--- src/irq_pkg.sv ---
// Package with register map, field positions, vectors and types of the interrupt logic.
package irq_pkg;
    // ****************************************
    // Register offsets
    // ****************************************
    localparam logic [7:0] ADDR_FLAGS     = 8'h97;
    localparam logic [7:0] ADDR_ENABLES   = 8'h9A;
    localparam logic [7:0] ADDR_EDGE_SEL  = 8'h9F;
    localparam logic [7:0] ADDR_GLOBAL    = 8'hEF;
    localparam logic [7:0] ADDR_SHADOW    = 8'hE0;
    // ****************************************
    // Reset values and field positions
    // ****************************************
    localparam logic [3:0] EDGE_SEL_RESET = 4'hA;
    localparam logic [7:0] ZERO_BYTE      = 8'h00;
    localparam logic [7:0] ENABLE_RESET   = 8'h00;
    localparam logic [7:0] FLAGS_RESET    = 8'h00;
    localparam int         GLOBAL_BIT     = 7;
    localparam int         NUM_SRC        = 8;
    localparam int         SRC_PIN_A      = 0;
    localparam int         SRC_PIN_B      = 1;
    localparam int         SRC_BASIC      = 2;
    localparam int         SRC_TMR_A      = 3;
    localparam int         SRC_TMR_B      = 4;
    localparam int         SRC_TMR_C      = 5;
    localparam int         SRC_WIDE       = 6;
    localparam int         SRC_CONV       = 7;
    localparam int         NUM_WORK_REGS  = 16;
    // ****************************************
    // Vector addresses
    // ****************************************
    localparam logic [15:0] VEC_PIN_A     = 16'h0009;
    localparam logic [15:0] VEC_PIN_B     = 16'h000A;
    localparam logic [15:0] VEC_BASIC     = 16'h000B;
    localparam logic [15:0] VEC_TMR_A     = 16'h000C;
    localparam logic [15:0] VEC_TMR_B     = 16'h000D;
    localparam logic [15:0] VEC_TMR_C     = 16'h000E;
    localparam logic [15:0] VEC_WIDE      = 16'h000F;
    localparam logic [15:0] VEC_CONV      = 16'h0010;
    localparam logic [15:0] VEC_NONE      = 16'h0000;
    // ****************************************
    // Edge selection codes and service state codes
    // ****************************************
    typedef enum logic [1:0] {
        EDGE_RESERVED = 2'b00,
        EDGE_RISING   = 2'b01,
        EDGE_FALLING  = 2'b10,
        EDGE_BOTH     = 2'b11
    } edge_sel_t;
    typedef enum logic [1:0] {
        ST_IDLE    = 2'b00,
        ST_SAVE    = 2'b01,
        ST_SERVICE = 2'b10
    } irq_state_t;
    // Peripheral event strobes, one cycle each.
    typedef struct packed {
        logic basic_timer_ovf;
        logic tmr_a_ovf;
        logic tmr_b_ovf;
        logic tmr_c_ovf;
        logic wide_timer_ovf;
        logic converter_done;
    } periph_events_t;
    // Register port of the CPU.
    typedef struct packed {
        logic [7:0] addr;
        logic [7:0] wdata;
        logic       wr;
        logic       rd;
    } reg_req_t;
    // Vector request towards the CPU.
    typedef struct packed {
        logic        take;
        logic [15:0] vector;
        logic [2:0]  source;
    } vec_out_t;
endpackage : irq_pkg

--- src/ext_edge_and_periph_irq_logic.sv ---
// Interrupt request, enable, edge selection and vectoring logic with context shadow.
//
// Contract
// - Qualifying pin edge sets pin flag only while the pin enable is 1.
// - Pin edge with pin enable 0 leaves the pin flag unchanged.
// - Taken pin requests vector to 0x0009 (pin a) or 0x000A (pin b).
// - Matching pin edge during power-down is latched and served first after wake.
// - Pin b edge select bits 3:2: 01 rise, 10 fall, 11 both, 00 reserved.
// - Pin a edge select bits 1:0: 01 rise, 10 fall, 11 both, 00 reserved.
// - Flags stay set until software writes 0 or their source is taken; single-bit clear per flag.
// - Basic timer overflow sets its flag regardless of enable; vector 0x0B.
// - Basic timer vectors only when its enable is 1.
// - Timer a overflow sets flag regardless of enable; vectors 0x0C when enabled.
// - Timer a flag set while disabled never vectors after later enable.
// - Timer b overflow sets flag regardless of enable; vectors 0x0D when enabled.
// - Timer b flag set while disabled never vectors after later enable.
// - Timer c overflow sets flag regardless of enable; vectors 0x0E when enabled.
// - Timer c flag set while disabled never vectors after later enable.
// - Wide timer overflow sets flag regardless of enable; vector 0x0F.
// - Wide timer vectors only when its enable is 1.
// - Conversion end sets flag regardless of enable; vectors 0x10 when enabled.
// - Converter flag set while disabled never vectors after later enable.
// - Nothing vectors without global enable; each take adds one stack level.
// - Accumulator and work registers saved to shadow before vector load.
// - Return from interrupt reloads accumulator and work registers from shadow.
//
// The implementer's own choice: the plain strobed port.
`timescale 1ns/10ps
`default_nettype none
module ext_edge_and_periph_irq_logic (
    input  wire logic                    clk,
    input  wire logic                    sys_rst,
    input  wire logic                    ext_irq_pin_a,
    input  wire logic                    ext_irq_pin_b,
    input  wire logic                    power_down,
    input  wire irq_pkg::periph_events_t events,
    input  wire irq_pkg::reg_req_t       reg_req,
    output logic [7:0]                   reg_rdata,
    input  wire logic                    return_from_irq_instr,
    input  wire logic [7:0]              acc_in,
    input  wire logic [127:0]            work_regs_in,
    output irq_pkg::vec_out_t            vec_out,
    output logic                         stack_push,
    output logic                         restore_valid,
    output logic [7:0]                   acc_restore,
    output logic [127:0]                 work_regs_restore,
    output logic                         wake_request
);
    // ****************************************
    // Helpers
    // ****************************************
    function automatic logic edge_hit(input logic [1:0] sel, input logic prev,
                                      input logic cur);
        logic rise;
        logic fall;
        rise = cur & ~prev;
        fall = prev & ~cur;
        unique case (irq_pkg::edge_sel_t'(sel))
            irq_pkg::EDGE_RISING:   edge_hit = rise;
            irq_pkg::EDGE_FALLING:  edge_hit = fall;
            irq_pkg::EDGE_BOTH:     edge_hit = rise | fall;
            irq_pkg::EDGE_RESERVED: edge_hit = 1'b0;
        endcase
    endfunction : edge_hit

    function automatic logic [15:0] vec_of(input logic [2:0] src);
        unique case (src)
            3'h0: vec_of = irq_pkg::VEC_PIN_A;
            3'h1: vec_of = irq_pkg::VEC_PIN_B;
            3'h2: vec_of = irq_pkg::VEC_BASIC;
            3'h3: vec_of = irq_pkg::VEC_TMR_A;
            3'h4: vec_of = irq_pkg::VEC_TMR_B;
            3'h5: vec_of = irq_pkg::VEC_TMR_C;
            3'h6: vec_of = irq_pkg::VEC_WIDE;
            3'h7: vec_of = irq_pkg::VEC_CONV;
        endcase
    endfunction : vec_of

    // ****************************************
    // Registers
    // ****************************************
    logic [3:0]  edge_sel_r;
    logic [7:0]  enable_r;
    logic [7:0]  flags_r;
    logic [7:0]  flags_nxt;
    logic [7:0]  armed_r;
    logic [7:0]  armed_nxt;
    logic        global_r;
    logic        in_service_r;
    logic [1:0]  sync_a_r;
    logic [1:0]  sync_b_r;
    logic        prev_a_r;
    logic        prev_b_r;
    logic [7:0]  set_evt;
    logic [7:0]  eligible;
    logic        any_eligible;
    logic [2:0]  win_src;
    logic        wr_flags;
    logic        take;
    logic [2:0]  win_r;
    irq_pkg::irq_state_t state_r;
    logic [7:0]   acc_shadow_r;
    logic [127:0] work_shadow_r;

    always_ff @(posedge clk or posedge sys_rst) begin
        if (sys_rst) begin
            sync_a_r <= 2'b00;
            sync_b_r <= 2'b00;
            prev_a_r <= 1'b0;
            prev_b_r <= 1'b0;
        end else begin
            sync_a_r <= {sync_a_r[0], ext_irq_pin_a};
            sync_b_r <= {sync_b_r[0], ext_irq_pin_b};
            prev_a_r <= sync_a_r[1];
            prev_b_r <= sync_b_r[1];
        end
    end

    always_comb begin
        set_evt = 8'h00;
        // Pin a gated by its enable.
        set_evt[irq_pkg::SRC_PIN_A] = enable_r[irq_pkg::SRC_PIN_A]
                                    & edge_hit(edge_sel_r[1:0], prev_a_r, sync_a_r[1]);
        set_evt[irq_pkg::SRC_PIN_B] = enable_r[irq_pkg::SRC_PIN_B]
                                    & edge_hit(edge_sel_r[3:2], prev_b_r, sync_b_r[1]);
        set_evt[irq_pkg::SRC_BASIC] = events.basic_timer_ovf;
        set_evt[irq_pkg::SRC_TMR_A] = events.tmr_a_ovf;
        set_evt[irq_pkg::SRC_TMR_B] = events.tmr_b_ovf;
        set_evt[irq_pkg::SRC_TMR_C] = events.tmr_c_ovf;
        set_evt[irq_pkg::SRC_WIDE]  = events.wide_timer_ovf;
        set_evt[irq_pkg::SRC_CONV]  = events.converter_done;
    end

    assign wr_flags = reg_req.wr && (reg_req.addr == irq_pkg::ADDR_FLAGS);

    // Flags cleared by software or by the take of their source; a new event wins over the clear.
    always_comb begin
        flags_nxt = flags_r;
        if (wr_flags) begin
            flags_nxt = reg_req.wdata;
        end
        if (take) begin
            flags_nxt[win_r] = 1'b0;
        end
        flags_nxt = flags_nxt | set_evt;
    end

    // A flag only vectors if its enable was already 1 when the event hit, so
    // enabling late never fires a stale flag.
    // Stale timer a flag blocked.
    always_comb begin
        armed_nxt = armed_r & flags_nxt & enable_r;
        armed_nxt = armed_nxt | (set_evt & enable_r);
    end

    always_ff @(posedge clk or posedge sys_rst) begin
        if (sys_rst) begin
            flags_r <= irq_pkg::FLAGS_RESET;
            armed_r <= irq_pkg::FLAGS_RESET;
        end else begin
            flags_r <= flags_nxt;
            armed_r <= armed_nxt;
        end
    end

    always_ff @(posedge clk or posedge sys_rst) begin
        if (sys_rst) begin
            edge_sel_r <= irq_pkg::EDGE_SEL_RESET;
            enable_r   <= irq_pkg::ENABLE_RESET;
            global_r   <= 1'b0;
        end else if (reg_req.wr) begin
            unique case (reg_req.addr)
                irq_pkg::ADDR_EDGE_SEL: edge_sel_r <= reg_req.wdata[3:0];
                irq_pkg::ADDR_ENABLES:  enable_r   <= reg_req.wdata;
                irq_pkg::ADDR_GLOBAL:   global_r   <= reg_req.wdata[irq_pkg::GLOBAL_BIT];
                default: ;
            endcase
        end
    end

    // ****************************************
    // Arbitration and vectoring
    // ****************************************
    // Basic timer needs enable.
    assign eligible     = flags_r & armed_r & enable_r & {8{global_r}};
    assign any_eligible = |eligible;

    always_comb begin
        win_src = 3'h0;
        for (int i = irq_pkg::NUM_SRC - 1; i >= 0; i--) begin
            if (eligible[i]) begin
                win_src = 3'(i);
            end
        end
    end

    // Wake latch: the edge already sits in the flag; wake asks the core
    // to resume so that service follows first.
    assign wake_request = power_down & |(set_evt[1:0] | (flags_r[1:0] & armed_r[1:0]));

    // Nested service is not supported: one shadow set exists.
    assign take = (state_r == irq_pkg::ST_SAVE);

    always_ff @(posedge clk or posedge sys_rst) begin
        if (sys_rst) begin
            state_r      <= irq_pkg::ST_IDLE;
            in_service_r <= 1'b0;
        end else begin
            unique case (state_r)
                irq_pkg::ST_IDLE: begin
                    if (any_eligible && !in_service_r && !power_down) begin
                        state_r <= irq_pkg::ST_SAVE;
                    end
                end
                irq_pkg::ST_SAVE: begin
                    state_r      <= irq_pkg::ST_SERVICE;
                    in_service_r <= 1'b1;
                end
                irq_pkg::ST_SERVICE: begin
                    if (return_from_irq_instr) begin
                        state_r      <= irq_pkg::ST_IDLE;
                        in_service_r <= 1'b0;
                    end
                end
                default: state_r <= irq_pkg::ST_IDLE;
            endcase
        end
    end

    always_ff @(posedge clk or posedge sys_rst) begin
        if (sys_rst) begin
            acc_shadow_r  <= irq_pkg::ZERO_BYTE;
            work_shadow_r <= '0;
            win_r         <= 3'h0;
        end else if (state_r == irq_pkg::ST_IDLE && any_eligible && !in_service_r
                     && !power_down) begin
            acc_shadow_r  <= acc_in;
            work_shadow_r <= work_regs_in;
            // The winner is frozen at the decision edge, so a flag cleared in
            // the save cycle can never turn into a vector for an idle source.
            win_r         <= win_src;
        end
    end

    always_ff @(posedge clk or posedge sys_rst) begin
        if (sys_rst) begin
            vec_out    <= '0;
            stack_push <= 1'b0;
        end else begin
            vec_out.take   <= take;
            vec_out.vector <= take ? vec_of(win_r) : irq_pkg::VEC_NONE;
            vec_out.source <= take ? win_r : 3'h0;
            stack_push     <= take;
        end
    end

    always_ff @(posedge clk or posedge sys_rst) begin
        if (sys_rst) begin
            restore_valid     <= 1'b0;
            acc_restore       <= irq_pkg::ZERO_BYTE;
            work_regs_restore <= '0;
        end else begin
            restore_valid     <= return_from_irq_instr && (state_r == irq_pkg::ST_SERVICE);
            acc_restore       <= acc_shadow_r;
            work_regs_restore <= work_shadow_r;
        end
    end

    // ****************************************
    // Read port
    // ****************************************
    always_ff @(posedge clk or posedge sys_rst) begin
        if (sys_rst) begin
            reg_rdata <= irq_pkg::ZERO_BYTE;
        end else if (reg_req.rd) begin
            unique case (reg_req.addr)
                irq_pkg::ADDR_FLAGS:    reg_rdata <= flags_r;
                irq_pkg::ADDR_ENABLES:  reg_rdata <= enable_r;
                irq_pkg::ADDR_EDGE_SEL: reg_rdata <= {4'h0, edge_sel_r};
                irq_pkg::ADDR_GLOBAL:   reg_rdata <= {global_r, 7'h00};
                irq_pkg::ADDR_SHADOW:   reg_rdata <= acc_shadow_r;
                default:                reg_rdata <= irq_pkg::ZERO_BYTE;
            endcase
        end else begin
            reg_rdata <= irq_pkg::ZERO_BYTE;
        end
    end
endmodule : ext_edge_and_periph_irq_logic
`default_nettype wire

--- config.mk ---
export PLATFORM = sky130hd
export DESIGN_NAME = ext_edge_and_periph_irq_logic
export DESIGN_NICKNAME = d
export VERILOG_FILES = /design/src/irq_pkg.sv /design/src/ext_edge_and_periph_irq_logic.sv
export SDC_FILE = /design/constraint.sdc
export NUM_CORES = 1
export LEC_CHECK = 0
export BUFFER_PORTS_ARGS = -buffer_cell sky130_fd_sc_hd__buf_2
export CAP_MARGIN = 20
export CORE_MARGIN = 4
export CORE_UTILIZATION = 40
export DETAILED_ROUTE_END_ITERATION = 10
export HOLD_SLACK_MARGIN = 0.02
export REMOVE_ABC_BUFFERS = 1
export SYNTH_ARGS = -nofsm -noshare
export SYNTH_HDL_FRONTEND = slang
export SYNTH_SLANG_ARGS = --single-unit
--- constraint.sdc ---
create_clock -name clk -period 25.3 [get_ports clk]
set_input_delay 6.325 -clock clk [delete_from_list [all_inputs] [get_ports clk]]
set_output_delay 6.325 -clock clk [all_outputs]
set_load 0.005 [all_outputs]
# After elaboration in Yosys (flattened, before gate mapping)
# Memory sizes are Yosys's and may differ from the RTL's.
# Cells that the tools add are included.
[word_totals] wordCells=108 out_inout_bits=167 romBits=40 ff_bits=342 n_memories=1
[memory_table] memory="(name not given)" words=8 width=5 read_ports=1 rd_ports_with_merged_regs=0 write_ports=0 line="ext_edge_and_periph_irq_logic.sv:67" source="unique case (src)"
[classes] eq_ne=15 bitwise=25 n_reduce_logical=21 n_mux=23 n_lt_le_gt_ge=2
[ops] cell="AND 8 bit" n=7
[ops] cell="== test 8 bit (second input constant)" n=5
[ops] cell="one-hot mux 8 bit (5 select lines)" n=1
[ops] cell="two-way mux 3 bit" n=9
[ops] cell="two-way mux 8 bit" n=3
[ops] cell="two-way mux 16 bit" n=1
[ops] cell="bitwise OR 8 bit" n=2
[ops] cell="== test 2 bit (second input constant)" n=5
[ops] cell="AND reduction 2 bit" n=5
[ops] cell="logical AND 1 bit" n=8
[ops] cell="inverter 8 bit" n=1
[ops] cell="one-hot mux 1 bit (4 select lines)" n=2
[ops] cell="OR reduction 8 bit" n=1
[ops] cell="AND 1 bit" n=7
[ops] cell="== test 2 x 1 -> 1 bit (second input constant)" n=3
[ops] cell="zero test 2 bit" n=3
[ops] cell="one-hot mux 2 bit (3 select lines)" n=1
[ops] cell="< comparator 3 x 4 -> 1 bit (second input constant)" n=1
[ops] cell="two-way mux 2 bit" n=2
[ops] cell="inequality test 2 bit (second input constant)" n=2
[ops] cell="inverter 1 bit" n=4
[ops] cell="demux 1 bit (select 3 bit)" n=1
[ops] cell="greater-or-equal comparator 3 x 1 -> 1 bit (second input constant)" n=1
[ops] cell="AND 2 bit" n=1
[ops] cell="other kinds (7)" n=10

# Depth between registers and ports, before layout
[depth] ltp_word=11 depth_mapped=7

# Least setup slack after synthesis
# Ideal clock, no wire load.
[synth_path] kind="input to output" from="input power_down" to="output wake_request" required_time_ns=18.975 stages=2 arrival_time_ns=6.499 path_buffers=0 slack_ns=12.476 cell_sequence="inv_1 -> a31oi_1"
[synth_between] elab_chain_cells=1
[synth_lines] element="from (decl)" line="ext_edge_and_periph_irq_logic.sv:35" source="input wire logic power_down,"
[synth_lines] element="AND 1 bit" line="ext_edge_and_periph_irq_logic.sv:199" source="assign wake_request = power_down & |(set_evt[1:0] | (flags_r[1:0] & armed_r[1:0]));"
[synth_lines] element="to (decl)" line="ext_edge_and_periph_irq_logic.sv:47" source="output logic wake_request"
# Every way passes these cells.

# Final worst setup path
# Ends and elaborated chain as after synthesis.

==> qor.csv <==
metric,value,unit
Critical Path RT,18.98,ns
PwrDens,75.4,nW/um2
hold buffers post-CTS,0,
Yosys top cell by area,dfrtp_1,
synth top area cells,"dfrtp_1 (73%), mux2_1 (14%), mux2_2 (1.3%)",
Psw,0.227,mW
Die Span Y,176,um
routability cong.,0.793,
H-tree Lvls,2,
number of synthesized flops with an enable pin,0,
final worst-path cycle share,52.1,%
overall power,1.09,mW
hold_ws,0.352,ns
total CTS buffers,36,
startpoint types,primary input,
setup TNS,0,ns
Mapped Area,11300,um2
VDD IR max,0.0638,mV
count of different cell masters after synthesis,48,
unrepaired setup endpoints after global routing,false,
async set-or-reset flop fraction in the synthesized netlist,100,%
first-pass GRT wire length,38.1,mm
fillcell total,2370,
Core Rows,61,
flop-to-flop setup slack,21.97,ns
Sink Count,331,
hpwl dp,17.2,mm
"leading cell type in the layout, fill and taps excluded",dfrtp_1,
vias post-DR,6637,
Avg Inst Size Synth,16.7,um2
routed len/inst,17.0,um
register bit total from synthesis,331,
Synth warnings,0,
most frequent cells in the layout,"dfrtp_1 (329), buf_2 (321), mux2_1 (137)",
Worst EP arrival,6.86,ns
Core Region,27900,um2
Final WS setup,12.11,ns
Logic pwr share,2.8,%
die extent in x,176,um
Clock Skews,0.0123,ns
root buf cell,clkbuf_16,
Worst Setup Path Type,primary input to primary output,
initial core utilization,40.6,%
# nets final,1191,
CTS tree,built,
Leakage,8.30,nW
max cap viols,0,
clk_lat worst skew,0.51,ns
DRC,0,
Final min period,13.19,ns
share of cells above drive strength 1,39.5,%
Max-slew headroom,40.4,%
Internal,0.864,mW
cts repair resizes,0,
clock tree buffer depth,3,
initial antenna violation count,3,
outcome,completed,
dpl ws,12.10,ns
final hold viol count,0,
Final ANT Viol Nets,0,
FF-to-FF path depth,6,
HP Class,register to register,
"Slew Viols, Final",0,
fmax,75.8,MHz
CP Max Fanout,2,
vias in the first global route,7037,
clock-pin slew on the worst setup and hold paths,0.05,ns
area grow syn2layout,28.1,%
Switching Fraction,20.8,%
clock share of power,48.2,%
global-route total usage across every layer,15.4,%
TritonRoute pass-1 iters,5,
largest net degree at the start of global routing,113,
hold path depth,0,
"Top FF cell, synth",dfrtp_1,
"Seq/Total Area, Yosys",73.3,%
slew at the pin closest to its max-slew limit,0.893,ns
Final Non-Filler Cells,1425,
initial drt markers,370,
CP endpoint kind,primary output,
Syn Inst Count,676,
share of the synthesized area in the top cell type,72.9,%
grt total ovfl,0,
Die Area,31000,um2
Inst Count DP,1358,
WL final,24.3,mm
vias per cell,4.66,
# Post-CTS Setup Buffers,0,
PortBufs,321,
Reg power frac,49.1,%
# setup viols final,0,
Top-Level Pins,333,
-- synth_stat cells (all sizes together) (7+ instances only) --
master  number
o21ai        7
dfrtp      329
a22o         7
mux2       150
nor2        11
nand2       23
nand4        8
nor2b        8
mux2i        9
inv         11
buf         29
o31ai        8
o21bai       7
-- metal layers --
metal | wire length, um | GRT usage (%) | up-vias | share of wire (%)
li1 | - | - | 3041 | -
met1 | 9800 | 19.3 | 3260 | 40
met2 | 11000 | 23.8 | 279 | 45
met3 | 2720 | 6.72 | 53 | 11
met4 | 717 | 5.46 | 4 | 3.0
met5 | 30 | 0 | - | 0.12
-- cell type report --
type / instances / area [um2] / share of cell area [%]
clock inverter: 16 / 153 / 1.05
sequential: 331 / 8290 / 57.2
multi-input combinational: 309 / 2750 / 19.0
antenna: 1 / 2.50 / 0.0173
timing repair buffer: 330 / 1690 / 11.7
clock buffer: 49 / 1070 / 7.40
inverter: 11 / 48.8 / 0.337
tap: 378 / 473 / 3.27
-- cell families after synthesis --
logic type,count (synthesis),synth area share (%)
AO/OA/AOI/OAI,53,3.53
flip-flops,331,73.3
multiplexers,159,15.7
other,1,0.0332
buffers and inverters,46,2.79
adder cells (fa/ha/maj),6,0.664
AND/OR/NAND/NOR,80,3.92
-- worst max-delay path, cell delays in order --
cell     delay, ns
buf_2         0.12
inv_1         0.06
a31oi_1       0.20
buf_2         0.16
-- state kept, by name, indices dropped and copies added, names as in the netlist, 3 cells and up --
name and cells:
acc_restore 8, acc_shadow_r 8, armed_r 8, edge_sel_r 4, enable_r 8, flags_r 8
reg_rdata 8, vec_out 8, win_r 3, work_regs_restore 128, work_shadow_r 128
-- power by group through the flow --
stage | logic (mW) | clock network, mW | registers (mW)
after CTS | 0.0309 | 0.545 | 0.535
after global routing | 0.0348 | 0.569 | 0.535
after floorplan | 0.0121 | 0 | 0.545
final | 0.0302 | 0.526 | 0.535
after detailed placement | 0.0308 | 0 | 0.545
after global placement | 0.0304 | 0 | 0.545
-- path summary, 6_finish.rpt --
path,start,end
min in group asynchronous,sys_rst,work_regs_restore[96]$_DFF_PP0_
worst min-delay path,sync_b_r[0]$_DFF_PP0_,sync_b_r[1]$_DFF_PP0_
worst min register to register,sync_b_r[0]$_DFF_PP0_,sync_b_r[1]$_DFF_PP0_
worst max-delay path,power_down,wake_request
worst max register to register,global_r$_DFFE_PP0P_,work_shadow_r[33]$_DFFE_PP0P_
max in group asynchronous,sys_rst,work_regs_restore[106]$_DFF_PP0_
-- through the flow --
| stage | utilization, % | area, um2 |
|---|---|---|
| 6_report | 52.0 | 14500 |
| 3_5_place_dp | 47.5 | 13200 |
| 5_1_grt | 52.0 | 14500 |
| 3_3_place_gp | 47.5 | 13200 |
| 2_1_floorplan | - | 11100 |
| 4_1_cts | 51.9 | 14400 |
No activity file was read; power rests on OpenSTA's default activity.
